## src/hw/dsg_pkg.sv

```systemverilog
// constants and types shared by the deep-sleep clock gate bank
package dsg_pkg;

  // ----------------------------------------------------------------------
  // register byte offsets
  // ----------------------------------------------------------------------
  localparam logic [11:0] DSG_OFF_RUN_CFG    = 12'h060;
  localparam logic [11:0] DSG_OFF_RUN_GATE   = 12'h104;
  localparam logic [11:0] DSG_OFF_SLEEP_GATE = 12'h114;
  localparam logic [11:0] DSG_OFF_DEEP_GATE  = 12'h124;
  localparam logic [11:0] DSG_OFF_IRQ_STAT   = 12'h140;
  localparam logic [11:0] DSG_OFF_IRQ_MASK   = 12'h144;

  // ----------------------------------------------------------------------
  // gate register fields
  // ----------------------------------------------------------------------
  localparam int DSG_BIT_ASYNC_A  = 0;
  localparam int DSG_BIT_ASYNC_B  = 1;
  localparam int DSG_BIT_ASYNC_C  = 2;
  localparam int DSG_BIT_SYNC     = 4;
  localparam int DSG_BIT_TWOW_A   = 12;
  localparam int DSG_BIT_TWOW_B   = 14;
  localparam int DSG_BIT_GP_CNT_0 = 16;
  localparam int DSG_BIT_GP_CNT_1 = 17;
  localparam int DSG_BIT_GP_CNT_2 = 18;
  localparam int DSG_BIT_GP_CNT_3 = 19;
  localparam logic [31:0] DSG_GATE_MASK  = 32'h000F5017;
  localparam logic [31:0] DSG_GATE_RESET = 32'h00000000;
  localparam int          DSG_NUM_UNITS  = 10;

  // ----------------------------------------------------------------------
  // run configuration, interrupt status and mask fields
  // ----------------------------------------------------------------------
  localparam int          DSG_BIT_AUTO_GATING = 0;
  localparam logic [31:0] DSG_CFG_MASK        = 32'h00000001;
  localparam logic [31:0] DSG_CFG_RESET       = 32'h00000000;
  localparam int          DSG_EVT_FAULT       = 0;
  localparam int          DSG_EVT_PWR_CHANGE  = 1;
  localparam logic [31:0] DSG_IRQ_MASK_BITS   = 32'h00000003;
  localparam logic [31:0] DSG_IRQ_RESET       = 32'h00000000;

  // ----------------------------------------------------------------------
  // bus answers and power states
  // ----------------------------------------------------------------------
  localparam logic [1:0] DSG_RESP_OKAY   = 2'h0;
  localparam logic [1:0] DSG_RESP_SLVERR = 2'h2;

  typedef enum logic [1:0] {
    DSG_PWR_RUN,
    DSG_PWR_SLEEP,
    DSG_PWR_DEEP
  } dsg_pwr_t;

endpackage

```

## src/hw/dsg_gate_bank.sv

```systemverilog
// deep-sleep clock gate bank with run, sleep and deep sets and an AXI4-Lite slave
//
// How it works
// RL1: each gate bit clocks or stops one unit
// RL2: access to an unclocked unit gets a fault
// RL3: reset clears every gate bit to zero
// RL4: software enables every unit it needs
// RL5: run, sleep, deep sets follow power state
// RL6: sleep sets apply only with auto gating
// RL7: bits 19..16 gate counters 3..0
// RL8: bit 14 gates two-wire port b
// RL9: bit 12 gates two-wire port a
// RL10: bit 4 gates synchronous serial port
// RL11: bits 2..0 gate async serial c..a
// RL12: other bits read zero, writes ignored
`timescale 1ns/1ns

module dsg_gate_bank
  import dsg_pkg::*;
#(
  parameter int ADDR_W = 12                   // byte address width
) (
  input  wire logic              core_clk,      // system clock, 100 MHz
  input  wire logic              sys_rst,       // async reset, active high
  // write address channel
  input  wire logic [ADDR_W-1:0] s_axi_awaddr,  // write byte address
  input  wire logic              s_axi_awvalid, // write address valid
  output logic                   s_axi_awready, // write address ready
  // write data channel
  input  wire logic [31:0]       s_axi_wdata,   // write data
  input  wire logic [3:0]        s_axi_wstrb,   // byte enables
  input  wire logic              s_axi_wvalid,  // write data valid
  output logic                   s_axi_wready,  // write data ready
  // write response channel
  output logic [1:0]             s_axi_bresp,   // write response
  output logic                   s_axi_bvalid,  // write response valid
  input  wire logic              s_axi_bready,  // write response ready
  // read address channel
  input  wire logic [ADDR_W-1:0] s_axi_araddr,  // read byte address
  input  wire logic              s_axi_arvalid, // read address valid
  output logic                   s_axi_arready, // read address ready
  // read data channel
  output logic [31:0]            s_axi_rdata,   // read data
  output logic [1:0]             s_axi_rresp,   // read response
  output logic                   s_axi_rvalid,  // read data valid
  input  wire logic              s_axi_rready,  // read data ready
  // power state from the system controller
  input  wire logic              sleep_in,      // core is in sleep
  input  wire logic              deep_sleep_in, // core is in deep-sleep
  // peripheral access check
  input  wire logic              periph_req,    // unit access attempted
  input  wire logic [3:0]        periph_unit,   // unit index 0..9
  output logic                   periph_ok,     // access allowed, pulse
  output logic                   periph_fault,  // bus fault, pulse
  // gated clock enables and interrupt
  output logic [31:0]            gate_en,       // live clock enables
  output logic                   irq            // level interrupt
);

  // ----------------------------------------------------------------------
  // helpers
  // ----------------------------------------------------------------------

  // byte-lane merge that keeps read-only bits at zero
  function automatic logic [31:0] merge_wr(
    input logic [31:0] old_val,
    input logic [31:0] new_val,
    input logic [3:0]  strb,
    input logic [31:0] wmask
  );
    logic [31:0] lanes;
    lanes = {{8{strb[3]}}, {8{strb[2]}}, {8{strb[1]}}, {8{strb[0]}}};
    merge_wr = ((old_val & ~lanes) | (new_val & lanes)) & wmask;
  endfunction

  // unit index to gate bit position
  function automatic int unit_bit(input logic [3:0] idx);
    case (idx)
      4'h0:    unit_bit = DSG_BIT_ASYNC_A;
      4'h1:    unit_bit = DSG_BIT_ASYNC_B;
      4'h2:    unit_bit = DSG_BIT_ASYNC_C;
      4'h3:    unit_bit = DSG_BIT_SYNC;
      4'h4:    unit_bit = DSG_BIT_TWOW_A;
      4'h5:    unit_bit = DSG_BIT_TWOW_B;
      4'h6:    unit_bit = DSG_BIT_GP_CNT_0;
      4'h7:    unit_bit = DSG_BIT_GP_CNT_1;
      4'h8:    unit_bit = DSG_BIT_GP_CNT_2;
      default: unit_bit = DSG_BIT_GP_CNT_3;
    endcase
  endfunction

  // ----------------------------------------------------------------------
  // state
  // ----------------------------------------------------------------------
  logic [ADDR_W-1:0] aw_addr_reg;
  logic              aw_full_reg;
  logic [31:0]       w_data_reg;
  logic [3:0]        w_strb_reg;
  logic              w_full_reg;
  logic              awready_reg;
  logic              wready_reg;
  logic              bvalid_reg;
  logic [1:0]        bresp_reg;
  logic              arready_reg;
  logic              rvalid_reg;
  logic [31:0]       rdata_reg;
  logic [1:0]        rresp_reg;
  logic [31:0]       run_cfg_reg;
  logic [31:0]       run_gate_reg;
  logic [31:0]       sleep_gate_reg;
  logic [31:0]       deep_gate_reg;
  logic [31:0]       irq_stat_reg;
  logic [31:0]       irq_mask_reg;
  logic [31:0]       gate_en_reg;
  logic              irq_reg;
  logic              periph_ok_reg;
  logic              periph_fault_reg;
  dsg_pwr_t          pwr_reg;
  dsg_pwr_t          pwr_next;

  // ----------------------------------------------------------------------
  // write path decode
  // ----------------------------------------------------------------------
  wire logic        aw_fire   = s_axi_awvalid & awready_reg;
  wire logic        w_fire    = s_axi_wvalid & wready_reg;
  // commit once both halves are held and the last answer has gone
  wire logic        wr_commit = aw_full_reg & w_full_reg & ~bvalid_reg;
  wire logic [11:0] wr_off    = 12'(aw_addr_reg & ~ADDR_W'(3));
  wire logic        wr_cfg    = wr_commit & (wr_off == DSG_OFF_RUN_CFG);
  wire logic        wr_run    = wr_commit & (wr_off == DSG_OFF_RUN_GATE);
  wire logic        wr_sleep  = wr_commit & (wr_off == DSG_OFF_SLEEP_GATE);
  wire logic        wr_deep   = wr_commit & (wr_off == DSG_OFF_DEEP_GATE);
  wire logic        wr_mask   = wr_commit & (wr_off == DSG_OFF_IRQ_MASK);
  // status is read-to-clear, so a write there only acknowledges
  wire logic        wr_stat   = wr_commit & (wr_off == DSG_OFF_IRQ_STAT);
  wire logic        wr_hit    = wr_cfg | wr_run | wr_sleep | wr_deep |
                                wr_mask | wr_stat;
  wire logic        aw_full_next = (aw_full_reg | aw_fire) & ~wr_commit;
  wire logic        w_full_next  = (w_full_reg | w_fire) & ~wr_commit;
  wire logic        bvalid_next  = wr_commit |
                                   (bvalid_reg & ~s_axi_bready);

  // ----------------------------------------------------------------------
  // read path decode
  // ----------------------------------------------------------------------
  wire logic        ar_fire     = s_axi_arvalid & arready_reg;
  wire logic        rvalid_next = ar_fire | (rvalid_reg & ~s_axi_rready);
  wire logic [11:0] rd_off      = 12'(s_axi_araddr & ~ADDR_W'(3));
  wire logic        rd_cfg      = rd_off == DSG_OFF_RUN_CFG;
  wire logic        rd_run      = rd_off == DSG_OFF_RUN_GATE;
  wire logic        rd_sleep    = rd_off == DSG_OFF_SLEEP_GATE;
  wire logic        rd_deep     = rd_off == DSG_OFF_DEEP_GATE;
  wire logic        rd_stat     = rd_off == DSG_OFF_IRQ_STAT;
  wire logic        rd_mask     = rd_off == DSG_OFF_IRQ_MASK;
  wire logic        rd_hit      = rd_cfg | rd_run | rd_sleep | rd_deep |
                                  rd_stat | rd_mask;
  wire logic [31:0] rd_word     =
    ({32{rd_cfg}}   & run_cfg_reg)    |
    ({32{rd_run}}   & run_gate_reg)   |
    ({32{rd_sleep}} & sleep_gate_reg) |
    ({32{rd_deep}}  & deep_gate_reg)  |   // see RL12
    ({32{rd_stat}}  & irq_stat_reg)   |
    ({32{rd_mask}}  & irq_mask_reg);
  wire logic        stat_clr    = ar_fire & rd_stat;

  // ----------------------------------------------------------------------
  // power state and gate selection
  // ----------------------------------------------------------------------

  // deep-sleep wins if the controller flags both
  always_comb begin
    if (deep_sleep_in) begin
      pwr_next = DSG_PWR_DEEP;
    end else if (sleep_in) begin
      pwr_next = DSG_PWR_SLEEP;
    end else begin
      pwr_next = DSG_PWR_RUN;
    end
  end

  wire logic auto_gating_select = run_cfg_reg[DSG_BIT_AUTO_GATING];

  // without auto gating the run set stays in force in every state
  logic [31:0] gate_sel;
  always_comb begin
    gate_sel = run_gate_reg;                            // see RL5
    if (auto_gating_select) begin                       // see RL6
      case (pwr_reg)
        DSG_PWR_SLEEP: gate_sel = sleep_gate_reg;
        DSG_PWR_DEEP:  gate_sel = deep_gate_reg;        // see RL5
        default:       gate_sel = run_gate_reg;
      endcase
    end
  end

  // ----------------------------------------------------------------------
  // peripheral access check and events
  // ----------------------------------------------------------------------
  // indices past the last unit name no clock, so they always fault
  wire logic        unit_valid = periph_unit < 4'(DSG_NUM_UNITS);
  wire logic        unit_on    = unit_valid &
                                 gate_en_reg[unit_bit(periph_unit)];
  wire logic        acc_ok     = periph_req & unit_on;  // see RL1
  wire logic        acc_fault  = periph_req & ~unit_on; // see RL2
  // a power-state change is logged so software can see each wake-up
  wire logic [31:0] events     =
    (32'(acc_fault) << DSG_EVT_FAULT) |
    (32'(pwr_next != pwr_reg) << DSG_EVT_PWR_CHANGE);
  // an event in the clearing read's cycle survives the clear
  wire logic [31:0] stat_next  =
    ((irq_stat_reg & ~{32{stat_clr}}) | events) & DSG_IRQ_MASK_BITS;

  // ----------------------------------------------------------------------
  // bus handshake registers
  // ----------------------------------------------------------------------

  // ready flags start low and rise one edge after reset
  always_ff @(posedge core_clk or posedge sys_rst) begin
    if (sys_rst) begin
      aw_full_reg  <= 1'b0;
      w_full_reg   <= 1'b0;
      awready_reg  <= 1'b0;
      wready_reg   <= 1'b0;
      bvalid_reg   <= 1'b0;
      arready_reg  <= 1'b0;
      rvalid_reg   <= 1'b0;
    end else begin
      aw_full_reg  <= aw_full_next;
      w_full_reg   <= w_full_next;
      awready_reg  <= ~aw_full_next;
      wready_reg   <= ~w_full_next;
      bvalid_reg   <= bvalid_next;
      arready_reg  <= ~rvalid_next;
      rvalid_reg   <= rvalid_next;
    end
  end

  // captured payloads and answers
  always_ff @(posedge core_clk or posedge sys_rst) begin
    if (sys_rst) begin
      aw_addr_reg <= '0;
      w_data_reg  <= 32'h00000000;
      w_strb_reg  <= 4'h0;
      bresp_reg   <= DSG_RESP_OKAY;
      rdata_reg   <= 32'h00000000;
      rresp_reg   <= DSG_RESP_OKAY;
    end else begin
      if (aw_fire) begin
        aw_addr_reg <= s_axi_awaddr;
      end
      if (w_fire) begin
        w_data_reg <= s_axi_wdata;
        w_strb_reg <= s_axi_wstrb;
      end
      if (wr_commit) begin
        bresp_reg <= wr_hit ? DSG_RESP_OKAY : DSG_RESP_SLVERR;
      end
      if (ar_fire) begin
        rdata_reg <= rd_word;
        rresp_reg <= rd_hit ? DSG_RESP_OKAY : DSG_RESP_SLVERR;
      end
    end
  end

  // ----------------------------------------------------------------------
  // software registers
  // ----------------------------------------------------------------------

  // every gate set clears so no unit runs until software asks
  always_ff @(posedge core_clk or posedge sys_rst) begin
    if (sys_rst) begin
      run_cfg_reg    <= DSG_CFG_RESET;
      run_gate_reg   <= DSG_GATE_RESET;
      sleep_gate_reg <= DSG_GATE_RESET;
      deep_gate_reg  <= DSG_GATE_RESET;                 // see RL3
      irq_mask_reg   <= DSG_IRQ_RESET;
      irq_stat_reg   <= DSG_IRQ_RESET;
    end else begin
      if (wr_cfg) begin
        run_cfg_reg <= merge_wr(run_cfg_reg, w_data_reg, w_strb_reg,
                                DSG_CFG_MASK);
      end
      if (wr_run) begin
        run_gate_reg <= merge_wr(run_gate_reg, w_data_reg, w_strb_reg,
                                 DSG_GATE_MASK);
      end
      if (wr_sleep) begin
        sleep_gate_reg <= merge_wr(sleep_gate_reg, w_data_reg,
                                   w_strb_reg, DSG_GATE_MASK);
      end
      // mask keeps bits 19..16, 14, 12, 4, 2..0 writable
      if (wr_deep) begin
        deep_gate_reg <= merge_wr(deep_gate_reg, w_data_reg,
                                  w_strb_reg, DSG_GATE_MASK); // see RL7
      end                                     // see RL8 RL9 RL10 RL11
      if (wr_mask) begin
        irq_mask_reg <= merge_wr(irq_mask_reg, w_data_reg, w_strb_reg,
                                 DSG_IRQ_MASK_BITS);
      end
      irq_stat_reg <= stat_next;
    end
  end

  // ----------------------------------------------------------------------
  // power state, clock enables, access answers, interrupt
  // ----------------------------------------------------------------------

  // enables switch two edges after the power-state inputs change, one edge after a set changes
  always_ff @(posedge core_clk or posedge sys_rst) begin
    if (sys_rst) begin
      pwr_reg          <= DSG_PWR_RUN;
      gate_en_reg      <= DSG_GATE_RESET;
      periph_ok_reg    <= 1'b0;
      periph_fault_reg <= 1'b0;
      irq_reg          <= 1'b0;
    end else begin
      pwr_reg          <= pwr_next;
      gate_en_reg      <= gate_sel & DSG_GATE_MASK;     // see RL1
      periph_ok_reg    <= acc_ok;
      periph_fault_reg <= acc_fault;                    // see RL2
      irq_reg          <= |(stat_next & irq_mask_reg);
    end
  end

  // ----------------------------------------------------------------------
  // outputs
  // ----------------------------------------------------------------------
  assign s_axi_awready = awready_reg;
  assign s_axi_wready  = wready_reg;
  assign s_axi_bvalid  = bvalid_reg;
  assign s_axi_bresp   = bresp_reg;
  assign s_axi_arready = arready_reg;
  assign s_axi_rvalid  = rvalid_reg;
  assign s_axi_rdata   = rdata_reg;
  assign s_axi_rresp   = rresp_reg;
  assign gate_en       = gate_en_reg;
  assign periph_ok     = periph_ok_reg;
  assign periph_fault  = periph_fault_reg;
  assign irq           = irq_reg;

endmodule

```

## config.mk

```make
export PLATFORM = sky130hd
export DESIGN_NAME = dsg_gate_bank
export DESIGN_NICKNAME = d
export VERILOG_FILES = /design/src/hw/dsg_pkg.sv /design/src/hw/dsg_gate_bank.sv
export SDC_FILE = /design/constraint.sdc
export NUM_CORES = 1
export LEC_CHECK = 0
export BUFFER_PORTS_ARGS = -buffer_cell sky130_fd_sc_hd__buf_2
export CORE_MARGIN = 5
export CORE_UTILIZATION = 35
export CTS_CLUSTER_SIZE = 16
export DETAILED_ROUTE_END_ITERATION = 6
export PLACE_DENSITY_LB_ADDON = 0.12
export SYNTH_ARGS = -nofsm -noshare
export SYNTH_HDL_FRONTEND = slang
export SYNTH_SLANG_ARGS = --single-unit
```

## constraint.sdc

```tcl
create_clock -name core_clk -period 5.5 [get_ports core_clk]
set_clock_uncertainty 0.1 [all_clocks]
set_input_delay 0.275 -clock core_clk [delete_from_list [all_inputs] [get_ports core_clk]]
set_output_delay 0.275 -clock core_clk [all_outputs]
set_load 0.05 [all_outputs]
```

==> results_dict.tcl <==
set metrics [dict create \
    drv_cap 0 \
    worstPathCellList "nor3_1, nand3_1, nor4_1, mux2_2" \
    syn_inst 391 \
    worst-slew-pin-transition_ns 0.898 \
    grt_pass1_wl_um 15400 \
    cts_setup_buffers 0 \
    fin_crit_sh 0.381 \
    final_common_cell "dfrtp_1" \
    synth_seq_cells 92 \
    worst_ep_required_time_ns 5.62 \
    drv_slew 0 \
    worst-path-buf-inv 0 \
    rsz0062_at_grt "false" \
    max-slew-margin-rel 0.402 \
    hp-start "s_axi_awaddr[8]" \
    hpwl_um 7200 \
    ys.flop_type "dfrtp_1" \
    postRouteWirelength_um 9300 \
    drt_iter0_drc 101 \
    wl_per_cell_um 14.5 \
    cts_sinks 92 \
    drive_gt1_frac 0.340 \
    synthAdderAreaFrac 0.00554 \
    path_clk_slew_ns 0.06 \
    ir_drop_mv 0.217 \
    grt_pass1_vias 3044 \
    worstSetupEndpointType "flop" \
    synth_edf_count 0 \
    nNetsFinal 541 \
    worstSetupStartpoint "aw_addr_reg[10]" \
    worst_slack_ns 3.41 \
    synth_top_family_by_area "multiplexers" \
    synth.distinct_cells 55 \
    postRouteAntennaNets 0 \
    core_um2 12600 \
    placement.io_buffers 76 \
    grt_max_degree 73 \
    routed_via_density 4.66 \
    htreeDepth 3 \
    track_usage 0.130 \
    rr_startpoint "aw_addr_reg[10]" \
    die_area_um2 15300 \
    areaGrowthSynthToFinish_pct 16.2 \
    status "completed" \
    place_ws_ns 3.41 \
    holdPathStages 2 \
    yosys_warnings 0 \
    p_leak_nw 2.52 \
    cp-start-kind "flop" \
    cts_buffer_depth 2 \
    drc 0 \
    cp.arrival_ns 2.22 \
    cts_root_buf "clkbuf_16" \
    cts_tree "built" \
    slowest_stage "nor4_1" \
    antenna_found_initial 0 \
    n_fill_cell 1214 \
    hold_viol_final 0 \
    fp-row-count 41 \
    rrSetupSlack_ns 3.41 \
    dr.pass1.iters 4 \
    power-per-cell-area_nw_per_um2 391 \
    place_congestion 0.776 \
    fin_crit_ns 2.09 \
    die_h_um 124 \
    crit_fanout 6 \
    start_util 0.358 \
    avgSynthCellArea_um2 11.6 \
    pin_count 150 \
    synth_simple_gate_area_frac 0.122 \
    synth-compound-area-share 0.0850 \
    clock_latency_ns 0.33 \
    synth-seq-area-share 0.510 \
    setup_viol 0 \
    crit_family "simple AND/OR/NAND/NOR gates" \
    async_flop_share 1.00 \
    netlist_area_um2 4520 \
    hold_end "aw_addr_reg[8]" \
    vias 2990 \
    grt_overflow_total 0 \
    worst-r2r-cell-count 4 \
    fin_setup_tns_ns 0 \
    synthMuxAreaShare 0.179 \
    cts_buffers 9 \
    max_freq_mhz 478 \
    dieWidth_um 124 \
    critical_path_class "flop to flop" \
    slowest_delay_ns 0.61 \
    worstHoldPathType "input port to flop" \
    synthXorXnorAreaFrac 0 \
    final_cell_mix "dfrtp_1 (92), buf_2 (76), mux2_2 (58)" \
    n_antenna_cell 0 \
]
==> cell usage after synthesis, drive strengths merged, types with 2 or more instances <==
cell    count  area [µm²]
o31ai       8        60.1
and4        3        26.3
nand3       7        35.0
nand2b      5        31.3
ha          2        25.0
a22o        2        18.8
nor4bb      2        20.0
nor4b       4        41.3
a21o        2        16.3
a21oi      10        50.1
a21boi      2        15.0
nand2      25        93.8
o21ai      15        75.1
nand4       5        31.3
clkbuf     13        48.8
dfrtp      92        2300
a22oi      11        82.6
nor2b       3        18.8
nor2       14        52.6
and3        3        18.8
inv         9        33.8
nor4        4        25.0
buf        49         360
nand3b      2        27.5
and2        5        32.5
nor3        5        30.0
mux2i      12         120
mux2       59         664
==> worst max path at each step <==
stage,end,depth (start not counted)
2_1_floorplan,async pin,1
5_1_grt,flop,4
3_5_place_dp,flop,4
3_3_place_gp,flop,4
4_1_cts,flop,4
6_report,flop,4
==> per-layer routing <==
layer	vias up	GRT usage	wire (µm)
li1	1461	-	-
met1	1406	0.187	4550
met2	111	0.187	3870
met3	12	0.0268	720
met4	0	0.0567	160
met5	-	0	0
==> where the power goes <==
group          internal [mW]  switching (mW)  total (mW)
Sequential             0.802           0.123       0.924
Combinational          0.168           0.274       0.442
Clock                  0.434           0.252       0.685
==> worst register-to-register path: stages (launching register included) <==
cell and delay (ns):
dfrtp_1 0.43, nor3_1 0.29, nand3_1 0.15, nor4_1 0.61, mux2_2 0.40
==> through the flow <==
stage	area [µm²]	total power [mW]	cells	hold WS, ns	utilization
global placement	4880	1.38	623	0.169	0.387
global route	5250	2.17	642	0.0588	0.416
detailed placement	4880	1.39	623	0.169	0.387
floorplan	4690	1.29	436	0.206	-
finish	5250	2.05	642	0.0679	0.416
CTS	5250	2.09	642	0.0490	0.416
==> cell families (layout without fill, tap and decap cells) <==
group / Yosys count / in the layout
AND/OR/NAND/NOR: 95 / 95
flip-flops: 92 / 92
multiplexers: 72 / 72
buffers and inverters: 71 / 105
AO/OA/AOI/OAI: 58 / 58
adder cells (fa/ha/maj): 2 / 2
other: 1 / 46
==> what timing repair did <==
item	in CTS	in global routing
hold buffers	3	0
resized for setup	0	0
hold endpoints to repair	22	0
==> final cells by class <==
type | count | area [µm²] | share of cell area
Clock buffer | 12 | 267 | 0.0508
Clock inverter | 4 | 70.1 | 0.0134
Inverter | 9 | 35.0 | 0.00668
Multi-Input combinational cell | 273 | 1940 | 0.370
Sequential cell | 92 | 2300 | 0.439
Tap cell | 172 | 215 | 0.0410
Timing Repair Buffer | 80 | 418 | 0.0796
(Power assumes the default switching activity.)
